==> src/logic/mailbox_pkg.sv <==
// Function
// - Low flag bits show unread add-on inbound bytes
// - Reading full inbound byte clears its flag
// - High flag bits show unread add-on outbound bytes
// - Write to full outbound byte silently overwrites
// - Outbound boxes are 32-bit, per-byte full flags
// - Both sides get separately enabled in/out interrupts
// - Only one chosen byte triggers each interrupt
// - Host ctrl bits 4,3:2,1:0 select outgoing trigger
// - Host ctrl bits 12,11:10,9:8 select incoming trigger
// - Any outbound byte write sets its flag
// - Writing one to flag reset clears all flags
// - Interrupt line asserts at second edge after add-on read or write
// - Interrupt line drops at second edge after host clear
// Shared constants and carriers for the mailbox block.
// Assumes one clock for both register ports and the interrupt lines.
package mailbox_pkg;

  localparam int DATA_W = 32;
  localparam int ADDR_W = 4;
  localparam int BOXES  = 4;
  localparam int FLAGS  = 16;

  // Host port word indices
  localparam logic [3:0] IDX_H_OUT0   = 4'h0;
  localparam logic [3:0] IDX_H_IN0    = 4'h4;
  localparam logic [3:0] IDX_H_FLAGS  = 4'h8;
  localparam logic [3:0] IDX_H_IRQ    = 4'h9;
  localparam logic [3:0] IDX_H_MASTER = 4'hA;

  // Add-on port word indices
  localparam logic [3:0] IDX_A_IN0    = 4'h0;
  localparam logic [3:0] IDX_A_OUT0   = 4'h4;
  localparam logic [3:0] IDX_A_FLAGS  = 4'h8;
  localparam logic [3:0] IDX_A_GEN    = 4'h9;
  localparam logic [3:0] IDX_A_IRQ    = 4'hA;

  // Interrupt control fields, host layout; add-on uses bits 4:0 for in, 12:8 for out
  localparam int IRQ_OUT_EN_BIT  = 4;
  localparam int IRQ_OUT_BOX_LSB = 2;
  localparam int IRQ_OUT_BYTE_LSB = 0;
  localparam int IRQ_IN_EN_BIT   = 12;
  localparam int IRQ_IN_BOX_LSB  = 10;
  localparam int IRQ_IN_BYTE_LSB = 8;
  localparam int IRQ_OUT_STAT_BIT = 16;
  localparam int IRQ_IN_STAT_BIT  = 17;
  localparam int FLAG_RESET_BIT   = 27;

  localparam logic [31:0] BOX_RESET  = 32'h0000_0000;
  localparam logic [15:0] FLAG_RESET = 16'h0000;
  localparam logic [31:0] CTRL_RESET = 32'h0000_0000;
  localparam int RESP_DEPTH = 4;

  typedef struct packed {
    logic              wr;
    logic              rd;
    logic [ADDR_W-1:0] addr;
    logic [3:0]        be;
    logic [DATA_W-1:0] wdata;
  } regReq_t;

  typedef struct packed {
    logic       en;
    logic [1:0] box;
    logic [1:0] byteSel;
  } trigCfg_t;

endpackage

==> src/logic/fifo_buffer.sv <==
// Small synchronous FIFO with valid/ready on both sides.
// Assumes a single clock and an active-low asynchronous reset.
`timescale 1ns/1ns
module fifo_buffer
  import mailbox_pkg::*;
#(
  parameter int WIDTH = 32,
  parameter int DEPTH = 4
) (
  // Clock and reset
  input  wire logic             clk,
  input  wire logic             rst_n,
  // Fill side
  input  wire logic             inValid,
  output logic                  inReady,
  input  wire logic [WIDTH-1:0] inData,
  // Drain side
  output logic                  outValid,
  input  wire logic             outReady,
  output logic [WIDTH-1:0]      outData
);
  localparam int PW = $clog2(DEPTH);
  localparam int CW = $clog2(DEPTH + 1);
  localparam logic [CW-1:0] CNT_FULL = CW'(DEPTH);
  localparam logic [PW-1:0] PTR_LAST = PW'(DEPTH - 1);

  logic [WIDTH-1:0] mem_reg [DEPTH];
  logic [PW-1:0]    wrPtr_reg;
  logic [PW-1:0]    rdPtr_reg;
  logic [CW-1:0]    count_reg;
  logic [CW-1:0]    count_next;
  logic             ready_reg;
  logic             valid_reg;

  wire push = inValid & ready_reg;
  wire pop  = outReady & valid_reg;

  assign count_next = count_reg + CW'(push) - CW'(pop);
  // Both handshake flags straight from flops; not ready while in reset
  assign inReady  = ready_reg;
  assign outValid = valid_reg;
  assign outData  = mem_reg[rdPtr_reg];

  always_ff @(posedge clk or negedge rst_n) begin
    if (!rst_n) begin
      wrPtr_reg <= '0;
      rdPtr_reg <= '0;
      count_reg <= '0;
      ready_reg <= 1'b0;
      valid_reg <= 1'b0;
    end else begin
      if (push) wrPtr_reg <= (wrPtr_reg == PTR_LAST) ? '0 : wrPtr_reg + 1'b1;
      if (pop) rdPtr_reg <= (rdPtr_reg == PTR_LAST) ? '0 : rdPtr_reg + 1'b1;
      count_reg <= count_next;
      ready_reg <= (count_next != CNT_FULL);
      valid_reg <= (count_next != '0);
    end
  end

  always_ff @(posedge clk) begin
    if (push) mem_reg[wrPtr_reg] <= inData;
  end

endmodule

==> src/logic/mailbox_status_interrupt.sv <==
// Bidirectional mailbox: four boxes each way, per-byte flags, interrupts.
// Assumes host and add-on register ports share clk; host reads are
// answered through a response FIFO that the host side drains.
`timescale 1ns/1ns
module mailbox_status_interrupt
  import mailbox_pkg::*;
#(
  parameter int RESP_FIFO_DEPTH = RESP_DEPTH
) (
  // Clock and reset
  input  wire logic              clk,
  input  wire logic              arst_n,
  // Host register port
  input  wire logic              hostReqValid,
  output logic                   hostReqReady,
  input  wire regReq_t           hostReq,
  output logic                   hostRspValid,
  input  wire logic              hostRspReady,
  output logic [DATA_W-1:0]      hostRdata,
  // Add-on register port
  input  wire regReq_t           addonReq,
  output logic                   addonRdValid,
  output logic [DATA_W-1:0]      addonRdata,
  // Interrupt lines
  output logic                   intaN,
  output logic                   irqN
);

  // Reset release through two flops
  logic rstMeta_reg;
  logic rst_n;
  always_ff @(posedge clk or negedge arst_n) begin
    if (!arst_n) begin
      rstMeta_reg <= 1'b0;
      rst_n       <= 1'b0;
    end else begin
      rstMeta_reg <= 1'b1;
      rst_n       <= rstMeta_reg;
    end
  end

  // Per-byte mask of a box access, zero outside the box range
  function automatic logic [FLAGS-1:0] boxMask(input logic [3:0] addr,
                                               input logic [3:0] base,
                                               input logic [3:0] be);
    logic [FLAGS-1:0] m;
    m = '0;
    if (addr[3:2] == base[3:2]) m = {12'h000, be} << {addr[1:0], 2'b00};
    return m;
  endfunction

  // One-hot trigger byte, or nothing when disabled
  function automatic logic [FLAGS-1:0] trigMask(input trigCfg_t c);
    logic [FLAGS-1:0] m;
    m = '0;
    if (c.en) m = 16'h0001 << {c.box, c.byteSel};
    return m;
  endfunction

  function automatic logic [31:0] laneWrite(input logic [31:0] old,
                                            input logic [31:0] wd,
                                            input logic [3:0] be);
    logic [31:0] r;
    r = old;
    for (int i = 0; i < 4; i++) begin
      if (be[i]) r[8*i +: 8] = wd[8*i +: 8];
    end
    return r;
  endfunction

  // Storage
  logic [DATA_W-1:0] hostToAddon_reg [BOXES];
  logic [DATA_W-1:0] addonToHost_reg [BOXES];
  logic [FLAGS-1:0]  inFlags_reg;
  logic [FLAGS-1:0]  inFlags_next;
  logic [FLAGS-1:0]  outFlags_reg;
  logic [FLAGS-1:0]  outFlags_next;
  logic [9:0]        hostCtrl_reg;
  logic [9:0]        addonCtrl_reg;
  logic [1:0]        hostStat_reg;
  logic [1:0]        hostStat_next;
  logic [1:0]        addonStat_reg;
  logic [1:0]        addonStat_next;

  // Request qualification
  wire hostTake = hostReqValid & hostReqReady;
  wire hostWr   = hostTake & hostReq.wr;
  wire hostRd   = hostTake & hostReq.rd & ~hostReq.wr;
  wire addonWr  = addonReq.wr;
  wire addonRd  = addonReq.rd & ~addonReq.wr;

  wire [FLAGS-1:0] hostWrMask  = hostWr ? boxMask(hostReq.addr, IDX_H_OUT0, hostReq.be) : '0;
  wire [FLAGS-1:0] hostRdMask  = hostRd ? boxMask(hostReq.addr, IDX_H_IN0, hostReq.be) : '0;
  wire [FLAGS-1:0] addonWrMask = addonWr ? boxMask(addonReq.addr, IDX_A_OUT0, addonReq.be) : '0;
  wire [FLAGS-1:0] addonRdMask = addonRd ? boxMask(addonReq.addr, IDX_A_IN0, addonReq.be) : '0;

  // Flag reset strobes from either side, write-only
  wire hostFlagReset  = hostWr & (hostReq.addr == IDX_H_MASTER)
                      & hostReq.wdata[FLAG_RESET_BIT];
  wire addonFlagReset = addonWr & (addonReq.addr == IDX_A_GEN)
                      & addonReq.wdata[FLAG_RESET_BIT];
  wire flagReset      = hostFlagReset | addonFlagReset;

  // Set beats clear and beats flag reset so no fresh byte is lost
  assign inFlags_next  = ((flagReset ? FLAG_RESET : inFlags_reg) & ~addonRdMask)
                       | hostWrMask;
  assign outFlags_next = ((flagReset ? FLAG_RESET : outFlags_reg) & ~hostRdMask)
                       | addonWrMask;

  // Trigger configuration
  wire trigCfg_t hostOutCfg  = {hostCtrl_reg[4], hostCtrl_reg[3:2], hostCtrl_reg[1:0]};
  wire trigCfg_t hostInCfg   = {hostCtrl_reg[9], hostCtrl_reg[8:7], hostCtrl_reg[6:5]};
  wire trigCfg_t addonInCfg  = {addonCtrl_reg[4], addonCtrl_reg[3:2], addonCtrl_reg[1:0]};
  wire trigCfg_t addonOutCfg = {addonCtrl_reg[9], addonCtrl_reg[8:7], addonCtrl_reg[6:5]};

  // Only the selected byte fires each interrupt
  wire hostOutHit  = |(trigMask(hostOutCfg) & addonRdMask);
  wire hostInHit   = |(trigMask(hostInCfg) & addonWrMask);
  wire addonOutHit = |(trigMask(addonOutCfg) & hostRdMask);
  wire addonInHit  = |(trigMask(addonInCfg) & hostWrMask);

  wire hostIrqWr  = hostWr & (hostReq.addr == IDX_H_IRQ);
  wire addonIrqWr = addonWr & (addonReq.addr == IDX_A_IRQ);
  wire [1:0] hostClr  = hostIrqWr ? {hostReq.wdata[IRQ_IN_STAT_BIT],
                                     hostReq.wdata[IRQ_OUT_STAT_BIT]} : 2'b00;
  wire [1:0] addonClr = addonIrqWr ? {addonReq.wdata[IRQ_IN_STAT_BIT],
                                      addonReq.wdata[IRQ_OUT_STAT_BIT]} : 2'b00;

  // Latched until a write of one clears; a new hit wins
  assign hostStat_next  = (hostStat_reg & ~hostClr) | {hostInHit, hostOutHit};
  assign addonStat_next = (addonStat_reg & ~addonClr) | {addonInHit, addonOutHit};

  // Register read views
  wire [31:0] addonFlagView = {outFlags_reg, inFlags_reg};
  wire [31:0] hostFlagView  = {outFlags_reg, inFlags_reg};
  wire [31:0] hostIrqView   = {14'h0000, hostStat_reg, 3'h0, hostCtrl_reg[9:5],
                               3'h0, hostCtrl_reg[4:0]};
  wire [31:0] addonIrqView  = {14'h0000, addonStat_reg, 3'h0, addonCtrl_reg[9:5],
                               3'h0, addonCtrl_reg[4:0]};

  // Flag reads only select a view; unmapped reads give zero
  wire [31:0] hostReadData =
      (hostReq.addr[3:2] == IDX_H_OUT0[3:2]) ? hostToAddon_reg[hostReq.addr[1:0]] :
      (hostReq.addr[3:2] == IDX_H_IN0[3:2])  ? addonToHost_reg[hostReq.addr[1:0]] :
      (hostReq.addr == IDX_H_FLAGS)          ? hostFlagView :
      (hostReq.addr == IDX_H_IRQ)            ? hostIrqView : 32'h0000_0000;
  wire [31:0] addonReadData =
      (addonReq.addr[3:2] == IDX_A_IN0[3:2])  ? hostToAddon_reg[addonReq.addr[1:0]] :
      (addonReq.addr[3:2] == IDX_A_OUT0[3:2]) ? addonToHost_reg[addonReq.addr[1:0]] :
      (addonReq.addr == IDX_A_FLAGS)          ? addonFlagView :
      (addonReq.addr == IDX_A_IRQ)            ? addonIrqView : 32'h0000_0000;

  // Read answers queue here so a slow host stalls new requests
  fifo_buffer #(
    .WIDTH (DATA_W),
    .DEPTH (RESP_FIFO_DEPTH)
  ) respFifo (
    .clk      (clk),
    .rst_n    (rst_n),
    .inValid  (hostRd),
    .inReady  (hostReqReady),
    .inData   (hostReadData),
    .outValid (hostRspValid),
    .outReady (hostRspReady),
    .outData  (hostRdata)
  );

  // Mailbox data; writes to full bytes overwrite without complaint
  genvar b;
  generate
    for (b = 0; b < BOXES; b++) begin : g_box
      wire hostHit  = hostWr & (hostReq.addr == (IDX_H_OUT0 | 4'(b)));
      wire addonHit = addonWr & (addonReq.addr == (IDX_A_OUT0 | 4'(b)));
      always_ff @(posedge clk or negedge rst_n) begin
        if (!rst_n) begin
          hostToAddon_reg[b] <= BOX_RESET;
          addonToHost_reg[b] <= BOX_RESET;
        end else begin
          if (hostHit)
            hostToAddon_reg[b] <= laneWrite(hostToAddon_reg[b], hostReq.wdata, hostReq.be);
          if (addonHit)
            addonToHost_reg[b] <= laneWrite(addonToHost_reg[b], addonReq.wdata, addonReq.be);
        end
      end
    end
  endgenerate

  // Flags, control, status; flag register writes fall through
  always_ff @(posedge clk or negedge rst_n) begin
    if (!rst_n) begin
      inFlags_reg   <= FLAG_RESET;
      outFlags_reg  <= FLAG_RESET;
      hostCtrl_reg  <= '0;
      addonCtrl_reg <= '0;
      hostStat_reg  <= 2'b00;
      addonStat_reg <= 2'b00;
    end else begin
      inFlags_reg   <= inFlags_next;
      outFlags_reg  <= outFlags_next;
      hostStat_reg  <= hostStat_next;
      addonStat_reg <= addonStat_next;
      if (hostIrqWr)
        hostCtrl_reg <= {hostReq.wdata[12:8], hostReq.wdata[4:0]};
      if (addonIrqWr)
        addonCtrl_reg <= {addonReq.wdata[12:8], addonReq.wdata[4:0]};
    end
  end

  // Lines follow latched status, two edges after the access that set it
  always_ff @(posedge clk or negedge rst_n) begin
    if (!rst_n) begin
      intaN        <= 1'b1;
      irqN         <= 1'b1;
      addonRdValid <= 1'b0;
      addonRdata   <= 32'h0000_0000;
    end else begin
      intaN        <= ~(|hostStat_reg);
      irqN         <= ~(|addonStat_reg);
      addonRdValid <= addonRd;
      if (addonRd) addonRdata <= addonReadData;
    end
  end

endmodule

==> config.mk <==
export PLATFORM = sky130hd
export DESIGN_NAME = mailbox_status_interrupt
export DESIGN_NICKNAME = d
export VERILOG_FILES = /design/src/logic/mailbox_pkg.sv /design/src/logic/fifo_buffer.sv /design/src/logic/mailbox_status_interrupt.sv
export SDC_FILE = /design/constraint.sdc
export NUM_CORES = 1
export LEC_CHECK = 0
export ABC_AREA = 1
export BUFFER_PORTS_ARGS = -buffer_cell sky130_fd_sc_hd__buf_2
export CAP_MARGIN = 20
export CORE_MARGIN = 2
export CORE_UTILIZATION = 50
export CTS_CLUSTER_DIAMETER = 50
export DETAILED_ROUTE_END_ITERATION = 6
export PLACE_DENSITY = 0.77
export SETUP_SLACK_MARGIN = 0.3
export SLEW_MARGIN = 20
export SYNTH_ARGS = -nofsm -noshare
export SYNTH_HDL_FRONTEND = slang
export SYNTH_SLANG_ARGS = --single-unit
==> constraint.sdc <==
create_clock -name clk -period 15 [get_ports clk]
set_input_delay 4.5 -clock clk [delete_from_list [all_inputs] [get_ports clk]]
set_output_delay 4.5 -clock clk [all_outputs]
set_load 0.005 [all_outputs]
# [Yosys cells after proc, flatten, opt, wreduce, memory -nomap -nowiden]
# Memories as Yosys holds them, arrays and structs flattened.
# Index checks and enable logic that the tools add are counted.
[op_classes] add_sub_neg=4 magnitude_cmp=2 eq_ne=18 shift=6 mux=40 bitwise_logic=44 n_reduce_logical=42
[op_table] operator="32-bit 2-to-1 mux" count=14
[op_table] operator="32-bit binary-select mux with 2-bit select" count=4
[op_table] operator="16-bit 2-to-1 mux" count=14
[op_table] operator="16-bit AND" count=6
[op_table] operator="2-bit AND reduction" count=32
[op_table] operator="16-bit OR reduction" count=4
[op_table] operator="1-bit by 4-bit left shift with 16-bit output (first input constant)" count=4
[op_table] operator="18-bit 2-to-1 mux" count=2
[op_table] operator="16-bit NOT" count=2
[op_table] operator="16-bit bitwise OR" count=2
[op_table] operator="4-bit by 4-bit left shift with 16-bit output" count=2
[op_table] operator="4-bit == test (second input constant)" count=6
[op_table] operator="1-bit AND" count=21
[op_table] operator="4-bit by 3-bit == test with 1-bit output (second input constant)" count=4
[op_table] operator="4-bit by 2-bit == test with 1-bit output (second input constant)" count=2
[op_table] operator="2-bit 2-to-1 mux" count=4
[op_table] operator="3-bit >= comparator (second input constant)" count=2
[op_table] operator="2-bit NOT with 3-bit output" count=2
[op_table] operator="2-bit by 1-bit adder with 2-bit output (second input constant)" count=2
[op_table] operator="2-bit AND" count=2
[op_table] operator="2-bit by 1-bit == test with 1-bit output (second input constant)" count=2
[op_table] operator="2-bit == test (second input constant)" count=2
[op_table] operator="4-bit by 1-bit == test with 1-bit output (second input constant)" count=1
[op_table] operator="2-bit logical NOT" count=2
[op_table] operator="11 further kinds" count=18
[word_totals] reg_bits=358 ramBits=128 inputBits=88 output_inout_bits=69 word_cells=206 memories=1
[mem_list] memory="respFifo.mem_reg" depth=4 width=32 rd=1 rd_ports_with_merged_regs=0 write_ports=1 line="fifo_buffer.sv:27" source="logic [WIDTH-1:0] mem_reg [DEPTH];"

# [Longest topological paths before layout]
[depth] ltp_word=8 depth_mapped=12 ltp_nobuf=10

# [By module]
# From an unflattened synthesis, not the netlist that was laid out.
[unflattened] hier_cells=2910 hier_area_um2=24438.4
[by_module_without_submodules] module="mailbox_status_interrupt" n_inst=1 cells_each=2482 area_each_um2=18828.1 seq_area_each_um2=8735.9
[by_module_without_submodules] module="fifo_buffer" n_inst=1 cells_each=428 area_each_um2=5610.4 seq_area_each_um2=4068.9

# [Worst setup path before layout]
# Ideal clock, no wire load.
[synth_path] path_kind="in2reg" from="in hostReq[41] (netlist name)" to="mem respFifo.mem_reg[3][0] (enable)" setup_ns=0.421 arrival_time_ns=6.414 required_time_ns=14.579 path_slack_ns=8.165 path_stages=6 path_buffers=1 path_cell_list="inv_1 -> nand2_1 -> nor2_1 -> buf_2 -> inv_1 -> nor2_1"
[synth_between] elab_chain_len=5
[synth_rtl] element="start: declaration" line="mailbox_status_interrupt.sv:16" source="input wire regReq_t hostReq,"
[synth_rtl] element="1-bit NOT" line="mailbox_status_interrupt.sv:88" source="wire hostRd = hostTake & hostReq.rd & ~hostReq.wr;"
[synth_rtl] element="1-bit AND" line="mailbox_status_interrupt.sv:88"
[synth_rtl] element="1-bit AND" line="fifo_buffer.sv:35" source="wire push = inValid & ready_reg;"
[synth_rtl] element="via respFifo.push" line="fifo_buffer.sv:35"
[synth_rtl] element="1-bit 2-to-1 mux" line="fifo_buffer.sv:61" source="if (push) mem_reg[wrPtr_reg] <= inData;"
[synth_rtl] element="1-bit 2-to-1 mux (implied by the code)" line="fifo_buffer.sv:61"
[synth_rtl] element="end: declaration" line="fifo_buffer.sv:27"
# The timed path passes the listed nets, and every way through them passes these cells.

# [Worst setup path after layout]
[layout_path] from="reg respFifo.rdPtr_reg[0]" to="out hostRdata[8]"
[layout_between] elab_chain_len=1
[layout_rtl] element="start: declaration" line="fifo_buffer.sv:29" source="logic [PW-1:0] rdPtr_reg;"
[layout_rtl] element="start signal: assignment" line="fifo_buffer.sv:53" source="if (pop) rdPtr_reg <= (rdPtr_reg == PTR_LAST) ? '0 : rdPtr_reg + 1'b1;"
[layout_rtl] element="memory read 4 x 32 bit"
[layout_rtl] element="end: declaration" line="mailbox_status_interrupt.sv:19" source="output logic [DATA_W-1:0] hostRdata,"
# No other way between the ends.

==> reports/results.md <==
| Item | Reported | Unit |
| --- | --- | --- |
| Bufs on Longest Clock Path | 3 | - |
| Worst-Skew Late Latency | 0.61 | ns |
| Number of enable-type register cells in the synthesized netlist | 128 | - |
| Unrepaired setup endpoints after global routing | no | - |
| Post-Route Skew | 0.0120 | ns |
| Cell internal power dissipation | 2.59 | mW |
| Number of buffers inserted during clock tree synthesis | 51 | - |
| Count of maximum capacitance violations | 0 | - |
| GRT overflow | 0 | - |
| Number of global-route vias before repair | 20,740 | - |
| Final hold violation count | 0 | - |
| Slowest Stage Delay on Critical Path | 0.52 | ns |
| Proportion of netlist area held by the largest area contributor | 37.7 | % |
| Post-synthesis sequential element count | 486 | - |
| Core Rows | 79 | - |
| Number of clock sinks | 486 | - |
| Hold crit path type | reg2reg | - |
| Net switching fraction of the power | 33.0 | % |
| Kind of cell with the highest combined delay on the critical path | buffers and inverters | - |
| Number of instances in the synthesized netlist | 2,810 | - |
| Wire length of the first global-routing pass | 126 | mm |
| CORE AREA | 0.0466 | sq mm |
| Number of vias per cell after detailed routing | 6.13 | - |
| Leading cell type by number of instances after synthesis | nand2_1 | - |
| Share of cells above drive strength 1 | 11.5 | % |
| CP Buf/Inv Count | 4 | - |
| Most used flip-flop cell after synthesis | dfrtp_1 | - |
| Total routed wirelength | 84.2 | mm |
| YS warnings | 0 | - |
| Data required, critical path | 10.50 | ns |
| Finish-stage setup viols | 0 | - |
| Final non-filler cell total | 3,551 | - |
| Outcome | completed | - |
| CTS tree | yes | - |
| Comb pwr share | 21.8 | % |
| Worst path slowest cell | buf_4 | - |
| Area overhead of the layout relative to synthesis | 11.8 | % |
| Pins over their slew limit | 0 | - |
| Accumulated negative setup slack | 0 | ns |
| Overall track demand over capacity in global routing | 33.9 | % |
| Transition time of the tightest slew-check pin | 1.04 | ns |
| Maximum clock rate | 135 | MHz |
| Power Density | 146 | mW/mm^2 |
| Antenna violations before repair | 2 | - |
| Synth area leaders | dfrtp_1, edfxtp_1, nand2_1, o21ai_0, inv_1 | - |
| Ranking of synthesized cells by instance count | nand2_1, o21ai_0, dfrtp_1 | - |
| Startpoint Class | flip-flop | - |
| Die Area | 0.0490 | sq mm |
| Synth Cell Area | 0.0236 | sq mm |
| Critical path class | reg2out | - |
| Worst VDD drop | 112 | uV |
| Crit path cell chain | buf_4 > inv_1 > buf_4 > o21ai_0 > o22ai_1 > buf_2 | - |
| Leakage power | 11.6 | nW |
| Die width | 221 | um |
| Post-Route Hold Slack | 0.352 | ns |
| DRC marker count from the first detailed-route iteration | 3,192 | - |
| Worst Setup Slack, final | 7.61 | ns |
| Effective utilization at floorplan | 50.7 | % |
| Setup Fix Bufs, Post-CTS | 0 | - |
| Sequential share of the synthesized area | 54.2 | % |
| Clock-pin slew reported for the worst setup and hold paths after clock tree synthesis | 0.06 | ns |
| Netlist cell types | 44 | - |
| Wirelength per Cell | 23.7 | um |
| Cell at the root of the clock tree | clkbuf_16 | - |
| Biggest area consumer among synthesized cells | dfrtp_1 | - |
| Most common cell on crit path | buf_4 | - |
| Remaining routing DRC violations | 0 | - |
| Register share of total power | 45.1 | % |
| Number of buffer cells added on primary ports | 156 | - |
| DIE HEIGHT | 221 | um |
| I/O pin count | 157 | - |
| Worst endpoint data arrival time | 2.89 | ns |
| Total of cells resized after clock tree synthesis | 0 | - |
| Syn nets | 2,906 | - |
| Worst slew margin | 30.9 | % |
| Power share of the clock group | 33.1 | % |
| Hpwl dp | 57.7 | mm |
| Clock period minus final worst setup slack | 7.39 | ns |
| Net Sw Power | 1.27 | mW |
| Largest net degree at the start of global routing | 161 | - |
| Share of synthesized registers carrying an async set or reset | 73.7 | % |
| Hold-fix buffers at CTS | 0 | - |
| H-tree level count | 2 | - |
| Gp weighted congestion | 1.01 | - |
| Category of the worst setup path capture point | output pin | - |
| Number of nets in the finished design | 2,999 | - |
| Post-Place Worst Slack | 7.85 | ns |
| Total placed cells including tap cells | 3,457 | - |
| Final Core Density | 56.7 | % |
| Crit share post-route | 49.3 | % |
| Post-Synthesis Mean Instance Area | 8.41 | sq um |
| Critical path fanouts, max | 67 | - |
| Total number of vias | 21,770 | - |
| First-pass iteration count of the detailed router | 6 | - |
| DRT antenna net count | 0 | - |
[cell families (layout without fill, tap and decap cells)]
| group | after synthesis | after routing | synth area share [%] |
|---|---|---|---|
| AO/OA/AOI/OAI | 689 | 689 | 16.6 |
| XOR/XNOR | 2 | 2 | 0.0742 |
| adder cells (fa/ha/maj) | 8 | 8 | 0.456 |
| buffers and inverters | 409 | 541 | 7.16 |
| flip-flops | 486 | 486 | 54.2 |
| other | 1 | 3 | 0.0159 |
| AND/OR/NAND/NOR | 1215 | 1215 | 21.4 |
[cell type report]
type	instances	area (sq um)
clock inverters	28	304
multi-input cells	1915	9150
flip-flops and latches	486	12800
well taps	607	759
clock buffers	64	1370
repair buffers	189	1040
diodes	2	5.00
inverters	260	980
fillers	4144	20100
[worst paths after layout]
path / from / endpoint / slack (ns) / cells past startpoint
setup / recovery: respFifo.rdPtr_reg[0] / hostRdata[8] / 7.61 / 6
hold / removal: rstMeta_reg / rst_n / 0.35 / 0
setup reg to reg: rst_n / respFifo.rdPtr_reg[0] / 12.25 / 2
hold reg to reg: rstMeta_reg / rst_n / 0.35 / 0
max in group asynchronous: arst_n / rst_n / 11.22 / 1
min in group asynchronous: rst_n / addonRdValid / 0.39 / 0
[metrics by stage]
step	total power, mW	instance area (sq um)
after floorplan	2.25	23600
after global placement	2.56	24700
after detailed placement	2.58	24700
after CTS	3.85	26400
after global routing	4.04	26400
final	3.86	26400
[routing by layer]
| metal | global-route usage, % | routed length [um] | vias up |
|---|---|---|---|
| met5 | 0 | 0 | - |
| met4 | 15.8 | 4160 | 0 |
| met3 | 10.1 | 10700 | 296 |
| met2 | 50.0 | 36400 | 1405 |
| met1 | 46.0 | 33000 | 10437 |
| li1 | - | - | 9632 |
[power by group through the flow]
stage                     combinational (mW)  sequential [mW]  clock [mW]
after floorplan                        0.534             1.71           0
after global placement                 0.804             1.75           0
after detailed placement               0.831             1.75           0
after CTS                              0.836             1.73        1.28
after global routing                   0.936             1.76        1.34
final                                  0.842             1.74        1.28
[worst reg2reg max path, delay by kind of cell (launching register included)]
kind	cells	cell delay, ns
buf+inv	2	1.59
flops	1	0.90
[cells in the final DEF, fill, tap and decap left out, types with 14 or more instances in the layout]
cell,count
buf_4,32
nor2_4,14
o21ai_0,393
o22ai_1,130
clkbuf_16,52
o2111ai_1,27
a21oi_1,48
nand2_1,793
nor2_1,221
dfrtp_1,354
inv_1,240
nand3_1,81
buf_2,156
nand4_1,55
edfxtp_1,128
a22oi_1,40
Note: power is estimated with default switching activity, not from simulation.
